File: src/inc/alu_consts.svh
/*
 * Constants for the file-register ALU and branch datapath.
 * Assumes it is included by the package and the design modules alike.
 */
// Functional notes
// - Add accumulator and file register; destination bit routes result; C, DC, Z update.
// - Add accumulator, file register and carry; route as addition; C, DC, Z update.
// - Shift right: source bit 0 into carry, bits 7..1 to 6..0; C, Z only.
// - Shift keeps source bit 7 as result bit 7; destination bit routes result.
// - Bit clear forces selected bit to zero; other bits and flags unchanged.
// - Skip if bit low: zero discards next instruction as NOP, two cycles.
// - Relative jump: sign-extended 9-bit literal added to PC plus one.
// - Relative jump always takes two cycles; second cycle is a NOP.
// - PC change or true test costs two cycles, second executed as NOP.
`ifndef ALU_CONSTS_SVH
`define ALU_CONSTS_SVH
`define DATA_W      8
`define FADDR_W     7
`define PC_W        15
`define REL_W       9
`define NIB_MSB     3
`define STATUS_RST  3'h0
`define ACC_RST     8'h00
`define PC_RST      15'h0000
`endif

File: src/inc/alu_pkg.sv
/*
 * Types for the file-register ALU and branch datapath.
 * Assumes alu_consts.svh is on the include path.
 */
`include "alu_consts.svh"
package alu_pkg;
  typedef enum logic [2:0] {
    OP_ADD  = 3'h0,
    OP_ADDC = 3'h1,
    OP_ASR  = 3'h2,
    OP_BCLR = 3'h3,
    OP_SKPL = 3'h4,
    OP_RJMP = 3'h5,
    OP_NOP  = 3'h6
  } op_t;

  typedef enum logic [1:0] {
    ST_EXEC  = 2'h1,
    ST_FLUSH = 2'h2
  } exec_state_t;
endpackage

File: src/inc/alu_if.sv
/*
 * Carrier between the sequencer and the arithmetic unit.
 * Assumes both ends share one clock domain.
 */
`timescale 1ns/1ps
`include "alu_consts.svh"
interface alu_if;
  alu_pkg::op_t        op;
  logic [7:0]          acc;
  logic [7:0]          fval;
  logic [2:0]          bit_sel;
  logic                carry_in;
  logic [7:0]          result;
  logic                carry_out;
  logic                nib_out;
  logic                zero_out;
  logic                writes_c;
  logic                writes_dcz;
  logic                writes_z;
  logic                test_low;
  modport seq (output op, acc, fval, bit_sel, carry_in,
               input result, carry_out, nib_out, zero_out, writes_c, writes_dcz, writes_z,
               test_low);
  modport unit (input op, acc, fval, bit_sel, carry_in,
                output result, carry_out, nib_out, zero_out, writes_c, writes_dcz, writes_z,
                test_low);
endinterface

File: src/hw/alu_branch_core.sv
/*
 * Execution sequencer for the add, shift, bit-clear, skip and relative jump subset.
 * Assumes the file-register array is outside: it supplies fval for faddr in the
 * same cycle and accepts a write pulse. Instruction words arrive decoded.
 */
`timescale 1ns/1ps
`include "alu_consts.svh"
module alu_branch_core (
  // Clock and reset
  input  wire logic               clk,
  input  wire logic               rst,
  // Decoded instruction
  input  wire logic               instr_valid,
  input  wire alu_pkg::op_t       instr_op,
  input  wire logic [6:0]         instr_faddr,
  input  wire logic               instr_dest,
  input  wire logic [2:0]         instr_bit,
  input  wire logic [8:0]         instr_rel,
  // File register port
  output logic [6:0]              file_addr,
  input  wire logic [7:0]         file_rdata,
  output logic                    file_we,
  output logic [7:0]              file_wdata,
  // Architectural state
  output logic [7:0]              acc,
  output logic                    carry,
  output logic                    nibble_overflow_flag,
  output logic                    zero,
  output logic [14:0]             pc,
  // Flow control
  output logic                    busy,
  output logic                    discard_next
);
  alu_if bus ();

  alu_unit u_unit (
    .a (bus.unit)
  );

  alu_pkg::exec_state_t st_r;
  alu_pkg::exec_state_t st_nxt;
  logic [7:0]           acc_r;
  logic [7:0]           acc_nxt;
  logic                 c_r;
  logic                 c_nxt;
  logic                 dc_r;
  logic                 dc_nxt;
  logic                 z_r;
  logic                 z_nxt;
  logic [14:0]          pc_r;
  logic [14:0]          pc_nxt;
  logic                 we_r;
  logic                 we_nxt;
  logic [7:0]           wd_r;
  logic [7:0]           wd_nxt;
  logic [6:0]           wa_r;
  logic [6:0]           wa_nxt;
  logic                 disc_r;
  logic                 disc_nxt;

  // Sign-extend a relative offset to PC width
  function automatic logic [14:0] sext_rel(input logic [8:0] k);
    sext_rel = {{6{k[8]}}, k};
  endfunction

  assign bus.op       = instr_op;
  assign bus.acc      = acc_r;
  assign bus.fval     = file_rdata;
  assign bus.bit_sel  = instr_bit;
  assign bus.carry_in = c_r;

  always_comb begin
    st_nxt   = st_r;
    acc_nxt  = acc_r;
    c_nxt    = c_r;
    dc_nxt   = dc_r;
    z_nxt    = z_r;
    pc_nxt   = pc_r;
    we_nxt   = 1'b0;
    wd_nxt   = wd_r;
    wa_nxt   = wa_r;
    disc_nxt = 1'b0;
    case (st_r)
      alu_pkg::ST_EXEC: begin
        if (instr_valid) begin
          // PC points at the next word once an instruction is taken
          pc_nxt = pc_r + 15'h0001;
          case (instr_op)
            alu_pkg::OP_ADD, alu_pkg::OP_ADDC, alu_pkg::OP_ASR, alu_pkg::OP_BCLR: begin
              if (instr_dest) begin
                we_nxt = 1'b1;
                wd_nxt = bus.result;
                wa_nxt = instr_faddr;
              end else begin
                acc_nxt = bus.result;
              end
              if (bus.writes_c) begin
                c_nxt = bus.carry_out;
              end
              if (bus.writes_dcz) begin
                dc_nxt = bus.nib_out;
              end
              if (bus.writes_z) begin
                z_nxt = bus.zero_out;
              end
            end
            alu_pkg::OP_SKPL: begin
              if (bus.test_low) begin
                st_nxt   = alu_pkg::ST_FLUSH;
                disc_nxt = 1'b1;
              end
            end
            alu_pkg::OP_RJMP: begin
              // Target is PC plus one plus k
              pc_nxt   = pc_r + 15'h0001 + sext_rel(instr_rel);
              st_nxt   = alu_pkg::ST_FLUSH;
              disc_nxt = 1'b1;
            end
            default: begin
              st_nxt = alu_pkg::ST_EXEC;
            end
          endcase
        end
      end
      alu_pkg::ST_FLUSH: begin
        if (instr_valid) begin
          pc_nxt = pc_r + 15'h0001;
        end
        st_nxt = alu_pkg::ST_EXEC;
      end
      default: begin
        st_nxt = alu_pkg::ST_EXEC;
      end
    endcase
  end

  always_ff @(posedge clk) begin
    if (rst) begin
      st_r   <= alu_pkg::ST_EXEC;
      acc_r  <= `ACC_RST;
      c_r    <= 1'b0;
      dc_r   <= 1'b0;
      z_r    <= 1'b0;
      pc_r   <= `PC_RST;
      we_r   <= 1'b0;
      wd_r   <= 8'h00;
      wa_r   <= 7'h00;
      disc_r <= 1'b0;
    end else begin
      st_r   <= st_nxt;
      acc_r  <= acc_nxt;
      c_r    <= c_nxt;
      dc_r   <= dc_nxt;
      z_r    <= z_nxt;
      pc_r   <= pc_nxt;
      we_r   <= we_nxt;
      wd_r   <= wd_nxt;
      wa_r   <= wa_nxt;
      disc_r <= disc_nxt;
    end
  end

  // Write-back port shares the read address only when no write is pending
  assign file_addr            = we_r ? wa_r : instr_faddr;
  assign file_we              = we_r;
  assign file_wdata           = wd_r;
  assign acc                  = acc_r;
  assign carry                = c_r;
  assign nibble_overflow_flag = dc_r;
  assign zero                 = z_r;
  assign pc                   = pc_r;
  assign busy                 = (st_r == alu_pkg::ST_FLUSH);
  assign discard_next         = disc_r;
endmodule

File: src/hw/alu_unit.sv
/*
 * Combinational arithmetic for the supported operations.
 * Assumes operands are stable for the cycle the sequencer samples them.
 */
`timescale 1ns/1ps
`include "alu_consts.svh"
module alu_unit (
  alu_if.unit a
);
  logic [4:0] low_sum;
  logic [8:0] full_sum;
  logic       cin;

  always_comb begin
    cin          = (a.op == alu_pkg::OP_ADDC) ? a.carry_in : 1'b0;
    low_sum      = {1'b0, a.acc[3:0]} + {1'b0, a.fval[3:0]} + {4'h0, cin};
    full_sum     = {1'b0, a.acc} + {1'b0, a.fval} + {8'h00, cin};
    a.result     = a.fval;
    a.carry_out  = a.carry_in;
    a.nib_out    = low_sum[4];
    a.writes_c   = 1'b0;
    a.writes_dcz = 1'b0;
    a.writes_z   = 1'b0;
    a.test_low   = ~a.fval[a.bit_sel];
    case (a.op)
      alu_pkg::OP_ADD, alu_pkg::OP_ADDC: begin
        a.result     = full_sum[7:0];
        a.carry_out  = full_sum[8];
        a.writes_c   = 1'b1;
        a.writes_dcz = 1'b1;
        a.writes_z   = 1'b1;
      end
      alu_pkg::OP_ASR: begin
        a.result    = {a.fval[7], a.fval[7:1]};
        a.carry_out = a.fval[0];
        a.writes_c  = 1'b1;
        a.writes_z  = 1'b1;
      end
      alu_pkg::OP_BCLR: begin
        a.result = a.fval & ~(8'h01 << a.bit_sel);
      end
      default: begin
        a.result = a.fval;
      end
    endcase
    a.zero_out = (a.result == 8'h00);
  end
endmodule

File: config.mk
export PLATFORM = sky130hd
export DESIGN_NAME = alu_branch_core
export DESIGN_NICKNAME = d
export VERILOG_FILES = /design/src/inc/alu_pkg.sv /design/src/inc/alu_if.sv /design/src/hw/alu_branch_core.sv /design/src/hw/alu_unit.sv
export VERILOG_INCLUDE_DIRS = /design/src /design/src/inc
export SDC_FILE = /design/constraint.sdc
export NUM_CORES = 1
export LEC_CHECK = 0
export BUFFER_PORTS_ARGS = -buffer_cell sky130_fd_sc_hd__buf_2
export CORE_ASPECT_RATIO = 0.6
export CORE_MARGIN = 2
export CORE_UTILIZATION = 45
export CTS_BUF_LIST = sky130_fd_sc_hd__clkbuf_4
export CTS_CLUSTER_DIAMETER = 40
export DETAILED_ROUTE_END_ITERATION = 12
export PLACE_DENSITY = 0.71
export SKIP_LAST_GASP = 1
export SLEW_MARGIN = 40
export SYNTH_ARGS = -nofsm -noshare
export SYNTH_HDL_FRONTEND = slang
export SYNTH_SLANG_ARGS = --single-unit
File: constraint.sdc
create_clock -name clk -period 2.85 [get_ports clk]
set_clock_uncertainty 0.2 [all_clocks]
set_input_delay 0.57 -clock clk [delete_from_list [all_inputs] [get_ports clk]]
set_output_delay 0.57 -clock clk [all_outputs]
set_load 0.02 [all_outputs]
; ---- After elaboration in Yosys (flattened, before gate mapping)
; Cells that the tools add are included.
[op_classes]
mux = 17
n_reduce_logical = 17
n_addsub = 6
shift = 1
bitwise = 6
order_cmp = 1
eq_ne = 10
[ops]
columns = cell, count
row1 = $mux 15, 3
row2 = $pmux 15 s2, 1
row3 = $pmux 8 s3, 1
row4 = $reduce_and 4->1, 4
row5 = $add 15x1->15 const B, 1
row6 = $add 15x15->15, 1
row7 = $add 8x8->9, 1
row8 = $add 9x1->9, 1
row9 = $and 8x8->8, 1
row10 = $logic_not 8->1, 1
row11 = $not 8->8, 1
row12 = $reduce_or 4->1, 2
row13 = $shl 1x3->8 const A, 1
row14 = $mux 7, 1
row15 = $eq 3x2->1 const B, 2
row16 = $eq 3x3->1 const B, 2
row17 = $mux 1, 6
row18 = $ne 2x2->1 const B, 3
row19 = $pmux 2 s3, 1
row20 = $reduce_and 3->1, 2
row21 = $reduce_or 3->1, 2
row22 = $add 4x4->5, 1
row23 = $add 5x1->5, 1
row24 = $reduce_and 5->1, 1
row25 = other kinds (11), 17
[word_totals]
ff_bits = 45
inputBits = 34
out_inout_bits = 44

; ---- Logic depth before layout (Yosys ltp)
; Gate-level depths: netlist (run 1).
[depth]
ltp_word = 5
ltp_mapped = 12
mapped_depth_nobuf = 11

; ---- Cells and area by module
; A second synthesis (run 1) with hierarchy kept.
[unflattened]
cells_unflattened = 469
area_unflattened_um2 = 3711.1
[modules_own_cells]
columns = module, instances, seq_area_each_um2, area_each_um2, cells_per_inst
row1 = alu_branch_core, 1, 900.9, 2830.2, 361
row2 = alu_unit, 1, 0.0, 880.8, 108

; ---- Least setup slack after synthesis (run 1)
; No wires, ideal clock.
[synth_path]
kind = input to register
start = input port instr_op[1]
end = register z_r (netlist: zero)
required_time_ps = 2566
cell_stages = 12
arrival_time_ps = 2757
path_slack_ps = -191
cell_sequence = buf_2 > nor2_1 > nand3_1 > fa_1 > inv_1 > fa_1 > a211oi_2 > o21bai_1 > mux2i_1 > o2111a_1 > o211ai_1 > o31ai_2
[synth_via]
elab_chain_cells = 5
[synth_lines]
columns = item, line_no
row1 = from (decl), alu_branch_core.sv:14  ; input wire alu_pkg::op_t instr_op,
row2 = $eq 3x1->1, "alu_branch_core.sv:88, alu_unit.sv:15, alu_unit.sv:25"
row3 = $mux 1, alu_unit.sv:15  ; cin = (a.op == alu_pkg::OP_ADDC) ? a.carry_in : 1'b0;
row4 = $add 9x1->9, alu_unit.sv:17  ; full_sum = {1'b0, a.acc} + {1'b0, a.fval} + {8'h00, cin};
row5 = $pmux 8 s3, alu_unit.sv:25  ; case (a.op)
row6 = $logic_not 8->1, alu_unit.sv:46  ; a.zero_out = (a.result == 8'h00);
row7 = to (signal assigned), alu_branch_core.sv:154  ; z_r <= z_nxt;
row8 = to (decl), alu_branch_core.sv:48  ; logic z_r;
; Parallel ways exist; a longest one is shown, timed or not.
; A chain may end at the register's enable or synchronous reset.

; ---- Worst setup path in the final report (run 1)
[layout_path]
start = register pc_r[3] (netlist: pc[3])
end = register pc_r[10] (netlist: pc[10])
[layout_via]
elab_chain_cells = 5
[layout_lines]
columns = item, line_no
row1 = from (decl), alu_branch_core.sv:50  ; logic [14:0] pc_r;
row2 = from (signal assigned), alu_branch_core.sv:144  ; pc_r <= `PC_RST;
row3 = from (signal assigned), alu_branch_core.sv:155  ; pc_r <= pc_nxt;
row4 = $add 15x1->15 *, "alu_branch_core.sv:87, alu_branch_core.sv:115, alu_branch_core.sv:127"
row5 = $add 15x15->15, alu_branch_core.sv:115  ; pc_nxt = pc_r + 15'h0001 + sext_rel(instr_rel);
row6 = $mux 15, alu_branch_core.sv:88  ; case (instr_op)
row7 = $mux 15, alu_branch_core.sv:85  ; if (instr_valid) begin
row8 = $pmux 15 s2 *, alu_branch_core.sv:83  ; case (st_r)
; Every way passes the cells marked *; elsewhere a longest branch is shown, timed or not. The select of a mux whose other input is x is not followed.

==> run summary, run 1 <==
- run status: completed
- buffers and inverters on the worst path: 1
- Layout area overhead: 25.78%
- highest cell delay on the worst timing path: 380 ps
- worst flop-to-flop path endpoint: pc[10]
- Max Cap Violations: 0
- count of TritonRoute iterations in the first routing pass: 5
- required time reported for the critical path endpoint: 2950 ps
- Seq cells post-synth: 45
- antenna viol nets, final: 0
- portion of synthesized cell area occupied by the leading cell type: 24.98%
- internal reg-to-reg setup slack: 110 ps
- cell with the most instances on the worst path: o21a_1
- NetSw: 593.7 uW
- Cell Chain, Critical Path: and3_4 -> nand3_2 -> xnor2_1 -> ha_1 -> buf_4 -> o21a_1 -> o21a_1 -> a21oi_2 -> nor2b_1 -> or3_1 -> o211ai_1
- vias in the first global route: 3371
- global placer's final weighted congestion: 1.035
- standard cell with the maximum stage delay on the critical path: dfxtp_1
- Num CTS Buffers: 5
- area of the core: 7820 um2
- Tmin final: 2739 ps
- total standard cell area after synthesis: 3606 um2
- type of the worst min-delay path: in2reg
- maximum number of pins on one net before global-route repair: 39
- register clock-pin slew on the reported worst setup and hold paths: 160 ps
- Max transition margin: 49.88%
- clock tree from TritonCTS: done
- terminating pin of the worst hold path: wa_r[0]
- unrepaired setup endpoints after global routing: yes
- final hold violation count: 0
- CP delay by family, top: simple AND/OR/NAND/NOR gates
- overall overflow remaining after global route: 0
- Worst setup SP type: flop
- FF+latch area: 908.4 um2
- Sink Count: 45
- Avg WL per Cell: 16.74 um
- share of final-layout standard cells stronger than drive strength 1: 32.55%
- global-route wire length before repair: 17590 um
- starting density of the core: 46.11%
- final worst-path cycle share: 96.10%
- final worst setup slack: 111.1 ps
- kind of critical path: reg2reg
- register area share after synthesis: 24.98%
- design internal power: 1002 uW
- Antenna Diode Count: 0
- Pwr per Cell Area: 351.8 nW/um2
- max frequency: 365.1 MHz
- number of port buffers: 77
- switching fraction of total power: 37.21%
- WHS Path Cells: 3
- count of different cell masters after synthesis: 67
- slew at the pin with the worst max-slew slack: 751.8 ps
- area occupied by multi-input gates: 2680 um2
- Final Core Density: 58.00%
- leading cell types by total area after synthesis: dfxtp_1 25%, ha_1 7.6%, a21oi_1 5.0%
- largest area contributor in the synthesized netlist: dfxtp_1
- proportion of power drawn by the clock network: 21.8%
- HPWL Detailed: 8633 um
- sequential cell fraction of total power: 42.8%
- Leakage Power: 0.001949 uW
- Clk Tree Root Cell: clkbuf_4
- fill cell count: 731
- Logic pwr share: 35.4%
- number of max-slew violations in the final report: 0
- pre-CTS setup slack: -188.0 ps
- most instantiated flip-flop cell in the synthesis netlist: dfxtp_1
- Vias per Instance: 5.853
- die width: 119.6 um
- IR drop worst, VDD: 0.1780 mV
- launch instance of the worst register-to-register path: pc[3]
- die height: 73.34 um
- io pins: 78
- launching element of the worst setup path: pc[3]
- kind of end point of the critical path: flop
- Synthesized Nets: 510
- average footprint of a synthesized cell: 7.995 um2
- critical path arrival: 2840 ps
- maximum clock path buffer count: 2
- Post-CTS Hold Fix Bufs: 0
- overall fraction of global-route tracks in use: 25.27%
- Initial DRC Count: 339
- num rows: 25
- Max FO, Critical Path: 4
- yosys synthesis warning count: 0
- count of flip-flops with a built-in enable after synthesis: 0
- insertion delay to the later sink of the worst-skew pair: 370 ps
- origin of the worst min-delay path: instr_faddr[0]
- area of the die: 8769 um2
- final number of setup-violating endpoints: 0
- count of cells along the worst register-to-register path: 11
- vias after detailed routing: 3869
- number of nets in the layout: 611
- number of antenna violations at the first check in global routing: 0
- share of synthesized flip-flops with an asynchronous set or reset: 0%
- CTS H-Tree Depth: 2
- routed wire length: 11060 um
- Syn Inst Count: 451
- Total Power: 1596 uW
- Remaining DRCs: 0
==> per-stage QoR <==
step | setup TNS, ps | hold slack [ps] | cell area, um2 | cells
floorplan | -7.524 | 232.9 | 3620 | 451
detailed placement | -587.0 | 252.6 | 4325 | 652
global placement | -173.5 | 239.8 | 4325 | 652
CTS | 0 | 208.9 | 4399 | 660
global route | -16.53 | 209.7 | 4536 | 661
finish | 0 | 216.4 | 4536 | 661
==> kinds of logic (layout without fill, tap and decap cells) <==
| kind of cell | count (synthesis) | count (layout) | synth area share (%) |
|---|---|---|---|
| AND/OR/NAND/NOR | 168 | 168 | 23.56 |
| AO/OA/AOI/OAI | 137 | 137 | 26.58 |
| flip-flops | 45 | 45 | 24.98 |
| buffers and inverters | 38 | 140 | 4.684 |
| adder cells (fa/ha/maj) | 25 | 25 | 9.299 |
| XOR/XNOR | 23 | 23 | 5.795 |
| multiplexers | 15 | 15 | 5.101 |
==> synth_stat cells (all sizes together) (5+ instances only) <==
cell type and number:
mux2 7, nand2 46, a21oi 36, o21ai 26, inv 13, xnor2 17, o31ai 5, mux2i 6
and3 5, a22oi 6, a211oi 15, o211ai 6, nor3 8, xor2 6, nand4 6, nor2 48
nand3b 5, o21a 6, ha 22, a21o 7, a311oi 5, nand3 14, nor2b 8, clkbuf 10
dfxtp 45, buf 15, and2 6, or3 7
==> flip-flops by register name, summed over array words and instances, names as in the netlist, 2 cells and up <==
| name | cells |
|---|---|
| acc | 8 |
| st_r | 2 |
| pc | 15 |
| wa_r | 7 |
| file_wdata | 8 |
==> power by group through the flow <==
stage / clock network [uW] / logic [uW] / registers [uW]
floorplan: 0 / 314 / 717
global placement: 0 / 521 / 692
detailed placement: 0 / 529 / 694
CTS: 356 / 533 / 681
global route: 383 / 616 / 687
finish: 348 / 565 / 683
==> worst reg2reg max path, stage by stage, from the launching register on <==
cell	delay, ps
dfxtp_1	380
and3_4	220
nand3_2	120
xnor2_1	150
ha_1	320
buf_4	160
o21a_1	200
o21a_1	220
a21oi_2	190
nor2b_1	70
or3_1	340
o211ai_1	80
==> worst max path at each step <==
stage	endpoint	slack, ps	cells past startpoint
after detailed placement	zero	-190	12
final	pc[10]	110	11
after CTS	pc[14]	0.8	12
after global routing	pc[14]	-10	13
after floorplan	zero	-8	12
after global placement	acc[6]	-60	12
==> metal layers <==
| metal | track usage [%] | wire length [um] | share of wire (%) |
|---|---|---|---|
| met5 | 0 | 0 | 0 |
| met4 | 3.922 | 70 | 0.63 |
| met3 | 7.143 | 1163 | 11 |
| met2 | 34.10 | 4182 | 38 |
| met1 | 39.54 | 5647 | 51 |
==> what timing repair did <==
action	in CTS	in global routing
hold endpoints to repair	0	0
resized for setup	4	29
endpoints found under the setup margin	3	7
setup buffers	0	1
pin swaps	0	5
==> final cells by class <==
cell class | instances | area share (%)
Multi-Input combinational cell | 368 | 59.09
Sequential cell | 45 | 20.03
Timing Repair Buffer | 119 | 15.45
Tap cell | 108 | 2.979
Inverter | 13 | 1.076
Clock buffer | 5 | 0.8276
Clock inverter | 3 | 0.5517
==> placed cells by master (no fill, tap or decap), types with 7 or more instances in the layout <==
cell type	count
nand3_1	11
buf_2	77
o21ai_0	15
a21o_1	7
dfxtp_1	41
nor2b_1	8
a21oi_1	33
mux2_2	7
nand2_1	46
o21ai_1	9
inv_1	12
buf_4	42
or3_1	7
xnor2_1	14
a211oi_1	12
ha_1	18
nor3_1	8
nor2_1	45
No activity file was read; power rests on OpenSTA's default activity.
==> run 2: changes to the inputs <==
- ABC_AREA: not set -> 1
- CORE_ASPECT_RATIO: 0.6 -> not set
- PLACE_DENSITY: 0.71 -> 0.7
==> run 2 against run 1 <==
Against the previous run:
- global-route usage fell by 1.6 points
- combinational power rose by 4.8%
- clock-buffer cell count did not move
- routed wire length fell by 3.1%
- design area rose by 0.41%
- flip-flop and latch count did not move
- clock power fell by 5%
- first-iteration DRC count fell by 49%
- area after synthesis rose by 2.0%
- sequential power rose by 2%
- largest power group unchanged
==> run summary, run 2 <==
- slew at the pin with the worst max-slew slack: 710.0 ps, -41.78 ps
- area of the die: 8917 um2, +1.7%
- NetSw: 633.1 uW, +6.6%
- most frequent cells in the layout: 136 x nand2_1, 98 x inv_1, 77 x buf_2
- final worst setup slack: 105.2 ps, -5.816 ps
- Tmin final: 2745 ps, +5.816 ps
- die height: 94.43 um, +29%
- leading cell types by total area after synthesis: dfxtp_1 24%, nand2_1 14%, inv_1 10%
- antenna viol nets, final: 0, unchanged
- xor and xnor area share after synthesis: 2.618%, -3.2 points
- terminating pin of the worst hold path: wa_r[4]
- simple-gate share of the synthesized area: 30.98%, +7.4 points
- share of synthesized flip-flops with an asynchronous set or reset: 0%, unchanged
- final worst-path cycle share: 96.31%, +0.20 points
- Compound-Gate Fraction of Synth Area: 20.44%, -6.1 points
- register clock-pin slew on the reported worst setup and hold paths: 140 ps, -20 ps
- Logic pwr share: 36.6%, +1.2 points
- Leakage Power: 0.002386 uW, +22%
- Num CTS Buffers: 5, unchanged
- overall fraction of global-route tracks in use: 23.71%, -1.6 points
- register area share after synthesis: 24.48%, -0.50 points
- overall overflow remaining after global route: 0, unchanged
- critical path arrival: 2860 ps, +20 ps
- pre-CTS setup slack: -22.90 ps, +165.1 ps
- launch instance of the worst register-to-register path: pc[0]
- global placer's final weighted congestion: 0.8947, -14%
- insertion delay to the later sink of the worst-skew pair: 380 ps, about the same
- number of port buffers: 77, unchanged
- count of flip-flops with a built-in enable after synthesis: 0, unchanged
- Worst setup SP type: flop
- internal reg-to-reg setup slack: 110 ps, about the same
- Max FO, Critical Path: 5, +1
- standard cell with the maximum stage delay on the critical path: dfxtp_4
- Remaining DRCs: 0, unchanged
- Clk Tree Root Cell: clkbuf_4
- Layout area overhead: 23.77%
- HPWL Detailed: 8128 um, -5.9%
- switching fraction of total power: 39.10%, +1.9 points
- Vias per Instance: 5.228, -11%
- portion of synthesized cell area occupied by the leading cell type: 24.48%, -0.50 points
- IR drop worst, VDD: 0.2280 mV, +28%
- dominant combinational cell family by area after synthesis: simple AND/OR/NAND/NOR gates
- Seq cells post-synth: 45, unchanged
- clock tree from TritonCTS: done
- number of nets in the layout: 744, +22%
- Pwr per Cell Area: 355.5 nW/um2, +1.0%
- average footprint of a synthesized cell: 6.205 um2, -22%
- Cell Chain, Critical Path: ha_4 -> nand2_2 -> nor2_4 -> nand3_4 -> nor2_4 -> or2_2 -> nand2_1 -> inv_2 -> ha_4 -> nand2_1 -> nand2_1 -> a21oi_1 -> nand3_1 -> nor2_1 -> nor2_1 -> nand2_1 -> o211ai_1 -> a21oi_1
- vias after detailed routing: 4120, +6.5%
- Avg WL per Cell: 13.60 um, -19%
- num rows: 32, +28%
- worst flop-to-flop path endpoint: pc[11]
- starting density of the core: 47.13%, +1.0 points
- largest area contributor in the synthesized netlist: dfxtp_1
- Antenna Diode Count: 0, unchanged
- origin of the worst min-delay path: instr_faddr[4]
- yosys synthesis warning count: 0, unchanged
- number of antenna violations at the first check in global routing: 0, unchanged
- final hold violation count: 0, unchanged
- type of the worst min-delay path: in2reg
- max reg flops: 15, unchanged
- Initial DRC Count: 173, -49%
- count of TritonRoute iterations in the first routing pass: 5, unchanged
- routed wire length: 10720 um, -3.1%
- Synthesized Nets: 652, +28%
- Max transition margin: 52.61%, +2.7 points
- count of different cell masters after synthesis: 40, -40%
- multiplexer share of the synthesized area: 0%, -5.1 points
- io pins: 78, unchanged
- run status: completed
- total standard cell area after synthesis: 3680 um2, +2.0%
- number of max-slew violations in the final report: 0, unchanged
- worst hold margin: 234.5 ps, +18.10 ps
- most common library cells after synthesis: 140 x nand2_1, 99 x inv_1, 61 x o21ai_0, 53 x a21oi_1, 45 x dfxtp_1
- Post-Synth Adder-Cell Area: 9.113%, -0.19 points
- unrepaired setup endpoints after global routing: yes
- Sink Count: 45, unchanged
- Post-CTS Hold Fix Bufs: 0, unchanged
- most common library cell in the layout ignoring fill and taps: nand2_1
- count of cells along the worst register-to-register path: 18, +7
- maximum number of pins on one net before global-route repair: 23, -41%
- share of final-layout standard cells stronger than drive strength 1: 23.32%, -9.2 points
- highest cell delay on the worst timing path: 380 ps, about the same
- max frequency: 364.3 MHz, -0.21%
- die width: 94.43 um, -21%
- most instantiated flip-flop cell in the synthesis netlist: dfxtp_1
- Max Cap Violations: 0, unchanged
- design internal power: 985.9 uW, -1.6%
- global-route wire length before repair: 17060 um, -3.0%
- required time reported for the critical path endpoint: 2960 ps, about the same
- most frequent cell after synthesis: nand2_1
- CTS H-Tree Depth: 2, unchanged
- proportion of power drawn by the clock network: 20.3%, -1.5 points
- maximum clock path buffer count: 2, unchanged
- final number of setup-violating endpoints: 0, unchanged
- vias in the first global route: 3672, +8.9%
- WHS Path Cells: 3, unchanged
- cell with the most instances on the worst path: nand2_1
- Syn Inst Count: 593, +31%
- kind of end point of the critical path: flop
- area of the core: 7807 um2, -0.16%
- sequential cell fraction of total power: 43.1%, +0.3 points
- kind of critical path: reg2reg
[run 2: through the flow]
step	setup TNS, ps	cells	power (uW)	cell area (um2)	utilization, %
detailed placement	-22.90	774	1243	4248	54.41
global placement	0	774	1235	4248	54.41
CTS	0	782	1579	4312	55.22
global route	-129.8	788	1728	4554	58.33
finish	0	788	1619	4554	58.33
floorplan	0	593	1068	3682	-
[run 2: how the worst max path moves through the flow]
stage / startpoint / end / slack (ps)
3_3_place_gp: pc[0] / pc[13] / 30
2_1_floorplan: instr_op[2] / zero / 60
6_report: pc[0] / pc[11] / 110
5_1_grt: pc[2] / pc[11] / -50
3_5_place_dp: pc[0] / pc[13] / -20
4_1_cts: pc[2] / pc[14] / 20
[run 2: final cells by class]
type	count	area, um2
tap	102	127.6
multi-input combinational	433	2517
fill	779	3253
clock buffer	5	37.54
inverter	102	382.9
sequential	45	912.1
clock inverter	3	21.27
timing repair buffer	98	555.5
[run 2: logic make-up (layout without fill, tap and decap cells)]
logic type	Yosys count	after routing
AOI/OAI and AO/OA	139	139
xor gates and xnor gates	11	11
adders and majority gates	25	25
buffers and inverters	115	208
DFF	45	45
and+or+nand+nor	258	258
[run 2: metal layers]
layer,wire length (um),global-route usage (%),vias to the layer above,share of wire (%)
met1,4686,29.78,1881,44
met4,133,7.367,0,1.2
met5,0,0,-,0
met2,5298,41.61,110,49
met3,600,3.831,13,5.6
li1,-,-,2116,-
[run 2: repair_timing]
| action | 4_1_cts | 5_1_grt |
|---|---|---|
| setup buffers | 0 | 6 |
| pin swaps | 0 | 11 |
| gates resized for setup | 1 | 45 |
| endpoints found under the setup margin | 1 | 9 |
[run 2: power groups by stage]
stage | clock, uW | sequential (uW) | combinational (uW)
after floorplan | 0 | 737 | 330
after global placement | 0 | 706 | 529
after detailed placement | 0 | 706 | 537
after CTS | 344 | 693 | 541
after global routing | 365 | 702 | 660
final | 329 | 697 | 592
[run 2: worst max-delay path, delay by kind of cell, from the launching register on]
family                     cells  cell delay (ps)
DFF                            1              380
adders and majority gates      2              420
AOI/OAI and AO/OA              3              410
buffers and inverters          1               60
and+or+nand+nor               12             1230
==> run 3: changes to the inputs <==
- PLACE_DENSITY: 0.7 -> 0.71
- SYNTH_HIERARCHICAL: not set -> 1
==> run 3 against run 2 <==
Against the previous run:
- routed wire length fell by 1.5%
- critical path type unchanged
- largest power group unchanged
- clock power decreased by 6.1%
- clock-buffer cell count is the same
- synthesized cell count down 1.2%
- maximum frequency decreased by 0.86%
- utilization is 0.51 points higher
- final cell count decreased by 0.13%
==> run summary, run 3 <==
- insertion delay to the later sink of the worst-skew pair: 350 ps, -30 ps
- final hold violation count: 0, unchanged
- Initial DRC Count: 193, +12%
- count of TritonRoute iterations in the first routing pass: 4, -1
- maximum number of pins on one net before global-route repair: 34, +48%
- vias in the first global route: 3624, -1.3%
- portion of synthesized cell area occupied by the leading cell type: 24.73%, +0.24 points
- origin of the worst min-delay path: instr_faddr[3]
- Max FO, Critical Path: 5, unchanged
- internal reg-to-reg setup slack: 80 ps, -20 ps
- total standard cell area after synthesis: 3643 um2, -0.99%
- kind of critical path: reg2reg
- number of nets in the layout: 747, +0.40%
- die width: 93.98 um, -0.48%
- Sink Count: 45, unchanged
- most common library cells after synthesis: 123 x nand2_1, 88 x inv_1, 80 x nor2_1, 50 x o21ai_0, 46 x nand3_1
- CP delay by family, top: simple AND/OR/NAND/NOR gates
- buffers and inverters on the worst path: 4, +3
- standard cell with the maximum stage delay on the critical path: dfxtp_4
- maximum clock path buffer count: 2, unchanged
- required time reported for the critical path endpoint: 2950 ps, about the same
- run status: completed
- number of max-slew violations in the final report: 0, unchanged
- count of flip-flops with a built-in enable after synthesis: 0, unchanged
- global-route wire length before repair: 16720 um, -2.0%
- Syn Inst Count: 586, -1.2%
- register area share after synthesis: 24.73%, +0.24 points
- num rows: 32, unchanged
- vias after detailed routing: 4067, -1.3%
- share of final-layout standard cells stronger than drive strength 1: 24.23%, +0.91 points
- leading cell types by total area after synthesis: dfxtp_1 25%, nand2_1 13%, inv_1 9.1%
- final worst setup slack: 81.49 ps, -23.75 ps
- number of port buffers: 77, unchanged
- Vias per Instance: 5.168, -1.2%
- largest area contributor in the synthesized netlist: dfxtp_1
- max frequency: 361.2 MHz, -0.86%
- most frequent cell after synthesis: nand2_1
- Pwr per Cell Area: 350.6 nW/um2, -1.4%
- Synthesized Nets: 649, -0.46%
- Num CTS Buffers: 5, unchanged
- yosys synthesis warning count: 6, +6
- area of the die: 8832 um2, -0.95%
- critical path arrival: 2860 ps, about the same
- most frequent cells in the layout: 116 x nand2_1, 86 x inv_1, 77 x buf_2
- die height: 93.98 um, -0.48%
- Tmin final: 2769 ps, +23.75 ps
- average footprint of a synthesized cell: 6.218 um2, +0.20%
- share of synthesized flip-flops with an asynchronous set or reset: 0%, unchanged
- HPWL Detailed: 7979 um, -1.8%
- Layout area overhead: 25.45%
- FF+latch area: 924.6 um2, +1.4%
- fill cell count: 775, -0.51%
- Worst setup SP type: flop
- IR drop worst, VDD: 0.2475 mV, +8.5%
- Remaining DRCs: 0, unchanged
- cell with the most instances on the worst path: nand2_1
- overall fraction of global-route tracks in use: 23.39%, -0.32 points
- antenna viol nets, final: 0, unchanged
- final number of setup-violating endpoints: 0, unchanged
- global placer's final weighted congestion: 0.9237, +3.2%
- Setup TNS: 0 ps, unchanged
- area occupied by multi-input gates: 2526 um2, +0.35%
- launch instance of the worst register-to-register path: pc[3]
- Cell Chain, Critical Path: buf_6 -> inv_1 -> nor2_4 -> nand2_2 -> nor3_2 -> xor2_1 -> inv_1 -> ha_4 -> nand2_4 -> nor2_4 -> inv_1 -> nor2_1 -> nand2_1 -> nand2_1 -> nand2_1 -> nand3_1 -> nand2_1 -> nand4_1 -> nand2_1 -> nor2_1
- unrepaired setup endpoints after global routing: yes
- kind of end point of the critical path: flop
- register clock-pin slew on the reported worst setup and hold paths: 140 ps, about the same
- most instantiated flip-flop cell in the synthesis netlist: dfxtp_1
- io pins: 78, unchanged
- overall overflow remaining after global route: 0, unchanged
- area of the core: 7767 um2, -0.51%
- type of the worst min-delay path: in2reg
- pre-CTS setup slack: -102.6 ps, -79.72 ps
- max reg flops: 15, unchanged
- clock tree from TritonCTS: done
- Max transition margin: 62.81%, +10 points
- Leakage Power: 0.002458 uW, +3.0%
- routed wire length: 10560 um, -1.5%
- slew at the pin with the worst max-slew slack: 552.8 ps, -157.3 ps
- most common library cell in the layout ignoring fill and taps: nand2_1
- count of different cell masters after synthesis: 38, -5.0%
- Antenna Diode Count: 0, unchanged
- starting density of the core: 46.91%, -0.22 points
- number of antenna violations at the first check in global routing: 0, unchanged
- highest cell delay on the worst timing path: 410 ps, +30 ps
- Avg WL per Cell: 13.42 um, -1.4%
- final worst-path cycle share: 97.14%, +0.83 points
- CTS H-Tree Depth: 2, unchanged
- Clk Tree Root Cell: clkbuf_4
- Seq cells post-synth: 45, unchanged
- Max Cap Violations: 0, unchanged
- launching element of the worst setup path: pc[3]
[run 3: timing repair]
action                                  CTS  global route
hold buffers                              0             0
hold endpoints to repair                  0             0
setup buffers                             2             7
pin swaps                                 1            25
endpoints found under the setup margin    2             9
resized for setup                         2            55
gates cloned                              0             0
[run 3: tightest hold or removal path, delay by kind of cell]
kind	cells	cell delay [ps]
compound gates	1	50
buf+inv	2	140
[run 3: routing by layer]
layer	share of wire [%]	vias to the layer above	wire [um]	GRT usage, %
li1	-	2106	-	-
met1	45	1832	4782	31.23
met2	48	115	5083	38.99
met3	5.1	14	539	3.371
met4	1.4	0	153	7.126
met5	0	-	0	0
[run 3: where the power goes]
part | switching (uW) | internal (uW)
Sequential | 37.8 | 664
Combinational | 365 | 226
Clock | 211 | 98.0
[run 3: final cells by class]
class	count	share of cell area, %
clock inverters	3	0.4654
multi-input cells	437	55.27
well taps	102	2.792
repair buffers	104	12.95
flip-flops and latches	45	20.23
inverters	91	7.473
clock buffers	5	0.8212
[run 3: metrics by stage]
step | hold WS, ps | instance area, um2 | std cells | power (uW) | util [%]
after global routing | 217.1 | 4571 | 787 | 1727 | 58.84
after CTS | 231.4 | 4297 | 780 | 1558 | 55.32
after floorplan | 302.1 | 3643 | 586 | 1066 | -
final | 249.0 | 4571 | 787 | 1603 | 58.84
after detailed placement | 284.5 | 4220 | 770 | 1243 | 54.33
after global placement | 250.0 | 4220 | 770 | 1235 | 54.33
[run 3: worst paths after layout]
check	endpoint	cells past startpoint
max reg2reg	pc[14]	20
max	pc[14]	20
min reg2reg	nibble_overflow_flag	2
min	wa_r[3]	3
[run 3: cell families (layout without fill, tap and decap cells)]
family                     after synthesis  count (layout)  synth area share, %
AOI/OAI and AO/OA                      119             119                17.79
xor gates and xnor gates                15              15                3.606
DFF                                     45              45                24.73
muxes                                    1               1               0.2747
buffers and inverters                  104             203                11.33
and+or+nand+nor                        273             273                31.70
adders and majority gates               29              29                10.58
